==> config.mk <==
export PLATFORM = sky130hd
export DESIGN_NAME = sink_id_and_overflow_status_regs
export DESIGN_NICKNAME = d
export VERILOG_FILES = /design/src/sink_status_pkg.sv /design/src/sink_id_and_overflow_status_regs.sv
export SDC_FILE = /design/constraint.sdc
export NUM_CORES = 1
export LEC_CHECK = 0
export BUFFER_PORTS_ARGS = -buffer_cell sky130_fd_sc_hd__buf_2
export CORE_MARGIN = 10
export CORE_UTILIZATION = 50
export CTS_BUF_LIST = sky130_fd_sc_hd__clkbuf_4
export DETAILED_ROUTE_END_ITERATION = 8
export PLACE_DENSITY = 0.8
export SLEW_MARGIN = 20
export SYNTH_ARGS = -nofsm -noshare
export SYNTH_HDL_FRONTEND = slang
export SYNTH_SLANG_ARGS = --single-unit
==> constraint.sdc <==
create_clock -name CLOCK -period 5.1 [get_ports CLOCK]
set_input_delay 0.255 -clock CLOCK [delete_from_list [all_inputs] [get_ports CLOCK]]
set_output_delay 0.255 -clock CLOCK [all_outputs]
set_load 0.05 [all_outputs]
==> src/sink_status_pkg.sv <==
`default_nettype none
package sink_status_pkg;

  localparam logic [11:0] CORE_IDENT_OFS  = 12'h0_0FC;
  localparam logic [11:0] OVERRUN_OFS     = 12'h0_110;
  localparam logic [11:0] VSYNC_OFS       = 12'h0_114;
  localparam logic [11:0] IRQ_STATUS_OFS  = 12'h0_120;
  localparam logic [11:0] IRQ_MASK_OFS    = 12'h0_124;

  localparam int ADDR_W   = 12;
  localparam int WORD_LSB = 2;

  localparam int NUM_STREAMS  = 4;
  localparam int NUM_UNPACK   = 3;
  localparam int NUM_TIMING   = 3;

  localparam int PIX_OVF_LSB    = 0;
  localparam int UNPACK_OVF_LSB = 4;
  localparam int TIMING_OVF_LSB = 9;
  localparam int VSYNC_LSB      = 0;
  localparam int IDENT_MAJ_LSB  = 24;
  localparam int IDENT_MIN_LSB  = 16;
  localparam int IDENT_REV_LSB  = 8;

  localparam logic [7:0] MODE_TRANSMIT = 8'h00;
  localparam logic [7:0] MODE_RECEIVE  = 8'h01;

  localparam logic [1:0] HTRANS_NONSEQ = 2'h2;
  localparam logic [1:0] HTRANS_SEQ    = 2'h3;
  localparam logic [2:0] HSIZE_WORD    = 3'h2;

  localparam logic [31:0] ZERO_WORD = 32'h0000_0000;

  // Overrun events, one bit per FIFO source
  typedef struct packed {
    logic [NUM_TIMING-1:0]  timing;
    logic [NUM_UNPACK-1:0]  unpack;
    logic [NUM_STREAMS-1:0] pixel;
  } overrun_s;

  localparam int OVR_W = NUM_STREAMS + NUM_UNPACK + NUM_TIMING;

  typedef struct packed {
    logic [11:0] addr;
    logic        write;
  } ahb_req_s;

endpackage
`default_nettype wire
==> src/sink_id_and_overflow_status_regs.sv <==
// Contract
// (RL1) Identity word holds major, minor, revision bytes
// (RL2) Low identity byte reads receive mode one
// (RL3) Identity word is read-only, writes ignored
// (RL4) Overrun register reports pixel FIFO overflows
// (RL5) Bits 0-3 flag stream 1-4 pixel overflow
// (RL6) Pixel overflow flags stick until read
// (RL7) Bits 4-6 flag unpack FIFO overflow
// (RL8) Bits 9-11 flag timing FIFO overflow
// (RL9) Vsync register shows live sync, streams 1-4
// (RL10) Undefined bits read zero, writes ignored
`timescale 1ns/1ps
`default_nettype none
module sink_id_and_overflow_status_regs #(
  parameter logic [7:0] PROTO_MAJOR = 8'h01,  // Arbitrary default
  parameter logic [7:0] PROTO_MINOR = 8'h00,  // Arbitrary default
  parameter logic [7:0] PROTO_REV   = 8'h00   // Arbitrary default
) (
  input  wire logic                                 CLOCK,
  input  wire logic                                 RST,
  input  wire logic                                 HSEL,
  input  wire logic [31:0]                          HADDR,
  input  wire logic [1:0]                           HTRANS,
  input  wire logic                                 HWRITE,
  input  wire logic [2:0]                           HSIZE,
  input  wire logic [31:0]                          HWDATA,
  input  wire logic                                 HREADY,
  output logic [31:0]                               HRDATA,
  output logic                                      HREADYOUT,
  output logic                                      HRESP,
  input  wire logic [sink_status_pkg::NUM_STREAMS-1:0] PIXEL_FIFO_OVF,
  input  wire logic [sink_status_pkg::NUM_UNPACK-1:0]  UNPACK_FIFO_OVF,
  input  wire logic [sink_status_pkg::NUM_TIMING-1:0]  TIMING_FIFO_OVF,
  input  wire logic [sink_status_pkg::NUM_STREAMS-1:0] VSYNC_IN,
  output logic                                      IRQ
);
  import sink_status_pkg::*;

  // Event and sync inputs come from other clock domains
  overrun_s                  ovr_raw;
  logic [OVR_W-1:0]          ovr_in;
  logic [OVR_W-1:0]          ovr_s1_r;
  logic [OVR_W-1:0]          ovr_s2_r;
  logic [OVR_W-1:0]          ovr_s3_r;
  logic [NUM_STREAMS-1:0]    vs_s1_r;
  logic [NUM_STREAMS-1:0]    vs_s2_r;

  assign ovr_raw = '{timing: TIMING_FIFO_OVF, unpack: UNPACK_FIFO_OVF, pixel: PIXEL_FIFO_OVF};
  assign ovr_in  = ovr_raw;

  // Two stages per line; the third stage only feeds the edge detector
  genvar gi;
  generate
    for (gi = 0; gi < OVR_W; gi++)
    begin : g_ovr_sync
      always_ff @(posedge CLOCK or posedge RST)
      begin
        if (RST)
        begin
          ovr_s1_r[gi] <= 1'b0;
          ovr_s2_r[gi] <= 1'b0;
          ovr_s3_r[gi] <= 1'b0;
        end
        else
        begin
          ovr_s1_r[gi] <= ovr_in[gi];
          ovr_s2_r[gi] <= ovr_s1_r[gi];
          ovr_s3_r[gi] <= ovr_s2_r[gi];
        end
      end
    end
    for (gi = 0; gi < NUM_STREAMS; gi++)
    begin : g_vs_sync
      always_ff @(posedge CLOCK or posedge RST)
      begin
        if (RST)
        begin
          vs_s1_r[gi] <= 1'b0;
          vs_s2_r[gi] <= 1'b0;
        end
        else
        begin
          vs_s1_r[gi] <= VSYNC_IN[gi];
          vs_s2_r[gi] <= vs_s1_r[gi];
        end
      end
    end
  endgenerate

  // Rising edge of a synchronised level counts as one overflow event
  logic [OVR_W-1:0] ovr_evt;
  assign ovr_evt = ovr_s2_r & ~ovr_s3_r;

  // AHB address phase capture
  ahb_req_s req_r;
  logic     req_vld_r;
  logic     req_vld_nxt;
  ahb_req_s req_nxt;

  logic     trans_act;
  logic     size_ok;
  logic     wr_ok;

  assign trans_act   = (HTRANS == HTRANS_NONSEQ) || (HTRANS == HTRANS_SEQ);
  // Sub-word writes are dropped rather than merged into a word
  assign size_ok     = (HSIZE == HSIZE_WORD);
  assign wr_ok       = ~HWRITE | size_ok;
  assign req_vld_nxt = HSEL & HREADY & trans_act & wr_ok;
  assign req_nxt     = '{addr: HADDR[ADDR_W-1:0], write: HWRITE};

  always_ff @(posedge CLOCK or posedge RST)
  begin
    if (RST)
    begin
      req_vld_r <= 1'b0;
      req_r     <= '0;
    end
    else
    begin
      req_vld_r <= req_vld_nxt;
      if (req_vld_nxt)
        req_r <= req_nxt;
    end
  end

  // Word decode on the bits above the byte lane; upper address bits are ignored
  function automatic logic hit(input logic [ADDR_W-1:0] a, input logic [ADDR_W-1:0] ofs);
    return (a[ADDR_W-1:WORD_LSB] == ofs[ADDR_W-1:WORD_LSB]);
  endfunction

  // Interrupt registers share the bit layout of the overrun register
  function automatic logic [31:0] ovr_layout(input logic [OVR_W-1:0] v);
    overrun_s    s;
    logic [31:0] w;
    s = v;
    w = ZERO_WORD;
    w[PIX_OVF_LSB    +: NUM_STREAMS] = s.pixel;
    w[UNPACK_OVF_LSB +: NUM_UNPACK]  = s.unpack;
    w[TIMING_OVF_LSB +: NUM_TIMING]  = s.timing;
    return w;
  endfunction

  // Inverse of ovr_layout, so a written bit lands on the flag it lines up with
  function automatic logic [OVR_W-1:0] ovr_unpack(input logic [31:0] w);
    overrun_s s;
    s.pixel  = w[PIX_OVF_LSB    +: NUM_STREAMS];
    s.unpack = w[UNPACK_OVF_LSB +: NUM_UNPACK];
    s.timing = w[TIMING_OVF_LSB +: NUM_TIMING];
    return s;
  endfunction

  // Reads decode in the address phase, writes in the data phase while HWDATA stands
  logic [ADDR_W-1:0] rd_addr;
  logic              rd_req;
  logic              rd_ident;
  logic              rd_overrun;
  logic              rd_vsync;
  logic              rd_istat;
  logic              rd_imask;
  logic              wr_now;
  logic              wr_istat;
  logic              wr_imask;

  assign rd_addr    = HADDR[ADDR_W-1:0];
  assign rd_req     = req_vld_nxt & ~HWRITE;
  assign rd_ident   = rd_req & hit(rd_addr, CORE_IDENT_OFS);
  assign rd_overrun = rd_req & hit(rd_addr, OVERRUN_OFS);
  assign rd_vsync   = rd_req & hit(rd_addr, VSYNC_OFS);
  assign rd_istat   = rd_req & hit(rd_addr, IRQ_STATUS_OFS);
  assign rd_imask   = rd_req & hit(rd_addr, IRQ_MASK_OFS);
  assign wr_now     = req_vld_r & req_r.write;
  assign wr_istat   = wr_now & hit(req_r.addr, IRQ_STATUS_OFS);
  assign wr_imask   = wr_now & hit(req_r.addr, IRQ_MASK_OFS);

  // Synchronised events split by source
  overrun_s                 evt_s;
  logic [NUM_STREAMS-1:0]   pix_flag_r;
  logic [NUM_UNPACK-1:0]    unp_flag_r;
  logic [NUM_TIMING-1:0]    tim_flag_r;
  overrun_s                 flag_s;
  logic [OVR_W-1:0]         ovr_r;

  assign evt_s  = ovr_evt;
  assign flag_s = '{timing: tim_flag_r, unpack: unp_flag_r, pixel: pix_flag_r};
  assign ovr_r  = flag_s;

  // Each flag sets on its event; in the cycle of a clearing read the event wins
  generate
    for (gi = 0; gi < NUM_STREAMS; gi++)
    begin : g_pix_flag
      always_ff @(posedge CLOCK or posedge RST)
      begin
        if (RST)
        begin
          pix_flag_r[gi] <= 1'b0;
        end
        else
        begin
          pix_flag_r[gi] <= evt_s.pixel[gi] | (pix_flag_r[gi] & ~rd_overrun);  // see (RL5) (RL6)
        end
      end
    end
    // Unpack and timing flags do not clear on read; they hold until reset
    for (gi = 0; gi < NUM_UNPACK; gi++)
    begin : g_unp_flag
      always_ff @(posedge CLOCK or posedge RST)
      begin
        if (RST)
        begin
          unp_flag_r[gi] <= 1'b0;
        end
        else
        begin
          unp_flag_r[gi] <= evt_s.unpack[gi] | unp_flag_r[gi];  // see (RL7)
        end
      end
    end
    for (gi = 0; gi < NUM_TIMING; gi++)
    begin : g_tim_flag
      always_ff @(posedge CLOCK or posedge RST)
      begin
        if (RST)
        begin
          tim_flag_r[gi] <= 1'b0;
        end
        else
        begin
          tim_flag_r[gi] <= evt_s.timing[gi] | tim_flag_r[gi];  // see (RL8)
        end
      end
    end
  endgenerate

  // Interrupt status mirrors the same events and clears by writing one
  logic [OVR_W-1:0] wr_bits;
  logic [OVR_W-1:0] istat_r;
  logic [OVR_W-1:0] istat_clr;
  logic [OVR_W-1:0] imask_r;
  logic [OVR_W-1:0] imask_nxt;
  logic             irq_nxt;
  logic             irq_r;

  assign wr_bits   = ovr_unpack(HWDATA);
  assign istat_clr = wr_istat ? wr_bits : '0;
  assign imask_nxt = wr_imask ? wr_bits : imask_r;
  assign irq_nxt   = |(istat_r & imask_r);

  generate
    for (gi = 0; gi < OVR_W; gi++)
    begin : g_istat
      always_ff @(posedge CLOCK or posedge RST)
      begin
        if (RST)
        begin
          istat_r[gi] <= 1'b0;
        end
        else
        begin
          istat_r[gi] <= ovr_evt[gi] | (istat_r[gi] & ~istat_clr[gi]);
        end
      end
    end
  endgenerate

  always_ff @(posedge CLOCK or posedge RST)
  begin
    if (RST)
    begin
      imask_r <= '0;
    end
    else
    begin
      imask_r <= imask_nxt;
    end
  end

  // Registered so the pin never glitches while status and mask change together
  always_ff @(posedge CLOCK or posedge RST)
  begin
    if (RST)
    begin
      irq_r <= 1'b0;
    end
    else
    begin
      irq_r <= irq_nxt;
    end
  end

  // Identity fields
  logic [7:0]             ident_major;
  logic [7:0]             ident_minor;
  logic [7:0]             ident_rev;
  logic [7:0]             ident_mode;
  logic [NUM_STREAMS-1:0] vs_live;
  logic [31:0]            ident_word;
  logic [31:0]            overrun_word;
  logic [31:0]            vsync_word;
  logic [31:0]            istat_word;
  logic [31:0]            imask_word;
  logic [31:0]            hrdata_nxt;
  logic [31:0]            hrdata_r;

  assign ident_major  = PROTO_MAJOR;  // see (RL1)
  assign ident_minor  = PROTO_MINOR;
  assign ident_rev    = PROTO_REV;
  assign ident_mode   = MODE_RECEIVE;  // see (RL2)
  assign ident_word   = (32'(ident_major) << IDENT_MAJ_LSB) | (32'(ident_minor) << IDENT_MIN_LSB) |
                        (32'(ident_rev) << IDENT_REV_LSB) | 32'(ident_mode);
  assign vs_live      = vs_s2_r;
  assign overrun_word = ovr_layout(ovr_r);  // see (RL4) (RL10)
  assign vsync_word   = ZERO_WORD | (32'(vs_live) << VSYNC_LSB);  // see (RL9) (RL10)
  assign istat_word   = ovr_layout(istat_r);
  assign imask_word   = ovr_layout(imask_r);

  // Read data is taken at the address edge so a flop drives it through the data phase.
  // The read-clear lands on that same edge, so no event slips between capture and clear.
  // Limitation: a read right behind a write to the same word returns the value before it.
  assign hrdata_nxt = rd_ident   ? ident_word   :  // see (RL3)
                      rd_overrun ? overrun_word :
                      rd_vsync   ? vsync_word   :
                      rd_istat   ? istat_word   :
                      rd_imask   ? imask_word   :
                                   ZERO_WORD;  // see (RL10)

  always_ff @(posedge CLOCK or posedge RST)
  begin
    if (RST)
    begin
      hrdata_r <= ZERO_WORD;
    end
    else
    begin
      hrdata_r <= hrdata_nxt;
    end
  end

  // Zero wait states, no error response; writes to read-only words are dropped
  assign HRDATA    = hrdata_r;
  assign HREADYOUT = 1'b1;
  assign HRESP     = 1'b0;
  assign IRQ       = irq_r;

endmodule
`default_nettype wire

==> results.md <==
- Outcome: complete, no violations
- Number of synthesized flops with an enable pin: 0
- Pwr per Cell Area: about 330 nW/um^2
- Setup TNS Final: 0 ns
- H-tree levels: 3
- CP max stage cell: or4b_1
- Crit. End Element: register
- Synth top cells by count: 92 x dfrtp_1, 23 x buf_4, 20 x mux2_2
- Hold WC Path Type: in -> reg
- CTS resizes: 0
- Pwr Total: about 1.4 mW
- All-Layer GR Usage: between 10 and 15%
- Crit path from: req_r[4]
- Synth top area cells: dfrtp_1 65%, mux2_2 6.3%, buf_4 4.9%, mux2i_1 3.4%, o41ai_1 2.5%
- Fin crit share: 48.3%
- Leak Pwr: between 1.5 and 2 nW
- Fin util: between 60% and 70%
- Vias in the first global route: about 2500
- Arrival time of the worst setup path: 2.78 ns
- Max Freq: roughly 0.41 GHz
- Via-per-instance ratio: 5.23
- # DRC: 0
- Die span in x: about 100 um
- Antenna viol nets, final: 0
- Share of layout cells above drive strength 1: about 28%
- Fin crit period: 2.46 ns
- Area of the core: roughly 6800 sq um
- DRT Pass-1 Iters: 4
- Nets@finish: 419
- Largest net degree at the start of global routing: 57
- Crit-path cells: or4b_1, nor4_4, mux2_2
- CP startpoint kind: register
- Capture point of the worst path: imask_r[1]
- Hold path startpoint: HADDR[9]
- Max Slew Vio Count: 0
- # hold bufs at CTS: 15
- Fill count: between 500 and 600
- Starting Density: 51.9%
- Flop-to-flop setup slack: ~2.6 ns
- Core Rows: 30
- CTS tree: built
- Drt wl/cell: ~17 um
- Setup Viol. Count Final: 0
- Yosys top cell area share: 64.9%
- Synth warn: 0
- Top Ports: about 120
- # port buffers: 54
- Reg clk slew, reported paths: roughly 0.13 ns
- Grt ovf: 0
- Reg2Reg Depth: 3
- WP data required: ~5.4 ns
- Post-Synthesis Cells: ~260
- Synthesized area: 3550 sq um
- CP delay by family, top: simple AND/OR/NAND/NOR gates
- Postcts setup bufs: 0
- Register area share after synthesis: between 60 and 70%
- Area delta synth->final: 16.4%
- Final Hold Fails: 0
- Ys async rst share: 100%
- Most common cell in the netlist: dfrtp_1
- Die area: between 10000 and 15000 sq um
- Main synth FF type: dfrtp_1
- CP Max Fanout: 11
- Clk_lat worst skew: between 0.4 and 0.5 ns
- Max Cap Viol: 0
- CTS sink count: approximately 90
- DPL Wire Length: ~5.3 mm
- Mapped Avg Cell Area: around 14 sq um
- Worst path bufs/invs: 0
- Slew headroom: between 30 and 40%
- Seq cells post-synth: just over 90
- Synth area leader: dfrtp_1
- Die H: around 100 um
- GPL Wtd Cong: 0.834
- CTS max path bufs: 2
- Unrepaired setup endpoints after global routing: false
- Distinct cells, synth: 33
- Initial antenna violation count: 1
- Final wirelength: 7.50 mm
- FF-to-FF Start: req_r[4]
- Clk_skew: roughly 0.011 ns
- Clock root cell: clkbuf_4
- Worst IR Drop VDD: between 150 and 200 uV
- CP max stage delay: ~0.81 ns
- Worst slew pin tran: ~0.93 ns
- Vias: about 2300
- Total stage count of the critical path: 3
- CTS buffer count: 9
- Initial DRC count: 130
- Global-route wire length before repair: around 13 mm
- RR Endpoint: imask_r[1]
- Worst setup path class: reg -> reg
## worst min path at each step
stage                        to  slack (ns)  depth (start not counted)
floorplan           ovr_s1_r[0]        0.29                          0
global placement    ovr_s2_r[3]        0.33                          0
detailed placement  ovr_s2_r[1]        0.33                          0
CTS                   req_r[10]        0.04                          2
global route          req_r[10]        0.05                          2
finish                req_r[10]        0.07                          2
## placed cells by master, fill, tap and decap left out, types with 2 or more instances in the layout
cell | Yosys | final
a221oi_1 | 3 | 3
clkbuf_4 | 0 | 11
inv_1 | 12 | 11
conb_1 | 2 | 23
clkinv_2 | 0 | 2
dfrtp_1 | 92 | 92
dlygate4sd3_1 | 0 | 15
nor2_1 | 5 | 5
nand4_1 | 3 | 3
nand3b_1 | 10 | 10
nand3_1 | 2 | 2
o41ai_1 | 10 | 10
nor2b_1 | 2 | 2
and4b_1 | 2 | 2
buf_2 | 1 | 54
o21ai_0 | 4 | 4
mux2i_1 | 12 | 12
mux2_2 | 20 | 20
o32ai_1 | 7 | 7
a22oi_1 | 3 | 3
nand2_1 | 14 | 14
o2bb2ai_1 | 4 | 4
o22a_1 | 4 | 4
nand2b_1 | 9 | 9
bufinv_16 | 0 | 2
## area by class of cell
type,count,area [sq um],area share [%]
diodes,1,2.50,0.0606
clock buffers,11,82.6,2.00
clock inverters,5,76.3,1.85
inverters,12,46.3,1.12
multi-input cells,146,1070,26.0
flip-flops and latches,92,2300,55.7
well taps,96,120,2.91
repair buffers,70,428,10.4
## logic make-up after synthesis
kind of cell / synth area share, %
multiplexers: 9.73
AND/OR/NAND/NOR: 9.56
buffers and inverters: 7.12
AO/OA/AOI/OAI: 8.50
flip-flops: 64.9
other: 0.212
## metal layers
metal / track usage (%) / vias up / share of wire, %
met3: 4.03 / 17 / 5.5
met5: 0 / - / 0
met1: 17.9 / 1142 / 43
li1: - / 1032 / -
met4: 6.86 / 0 / 2.5
met2: 22.5 / 74 / 49
## worst reg2reg max path: cells and delay by family (launching register included)
kind | cells | cell delay, ns
DFF | 1 | 0.40
and+or+nand+nor | 2 | 1.55
muxes | 1 | 0.41
## stage by stage
stage               hold WS, ns  area (sq um)  worst slack, ns  cells
finish                   0.0662          4130             2.64    433
global route             0.0505          4130             2.54    433
CTS                      0.0420          4130             2.62    432
detailed placement        0.335          3820             2.66    401
global placement          0.332          3820             2.73    401
floorplan                 0.286          3630             2.45    282
## power breakdown
| part | switching (mW) | total (mW) | internal [mW] |
|---|---|---|---|
| clock network | 0.227 | 0.435 | 0.208 |
| registers | 0.0263 | 0.790 | 0.764 |
| logic | 0.0938 | 0.147 | 0.0534 |
| total | 0.347 | 1.37 | 1.03 |
## sequential cells by signal, summed over array words and instances (netlist names)
| signal | count |
|---|---|
| IRQ | 1 |
| HRDATA | 11 |
| istat_r | 10 |
| req_vld_r | 1 |
| ovr_s3_r | 10 |
| vs_live | 4 |
| vs_s1_r | 4 |
| flag_s | 10 |
| ovr_s2_r | 10 |
| imask_r | 10 |
| ovr_s1_r | 10 |
| req_r | 11 |
Power figures use the tool's default switching activity.
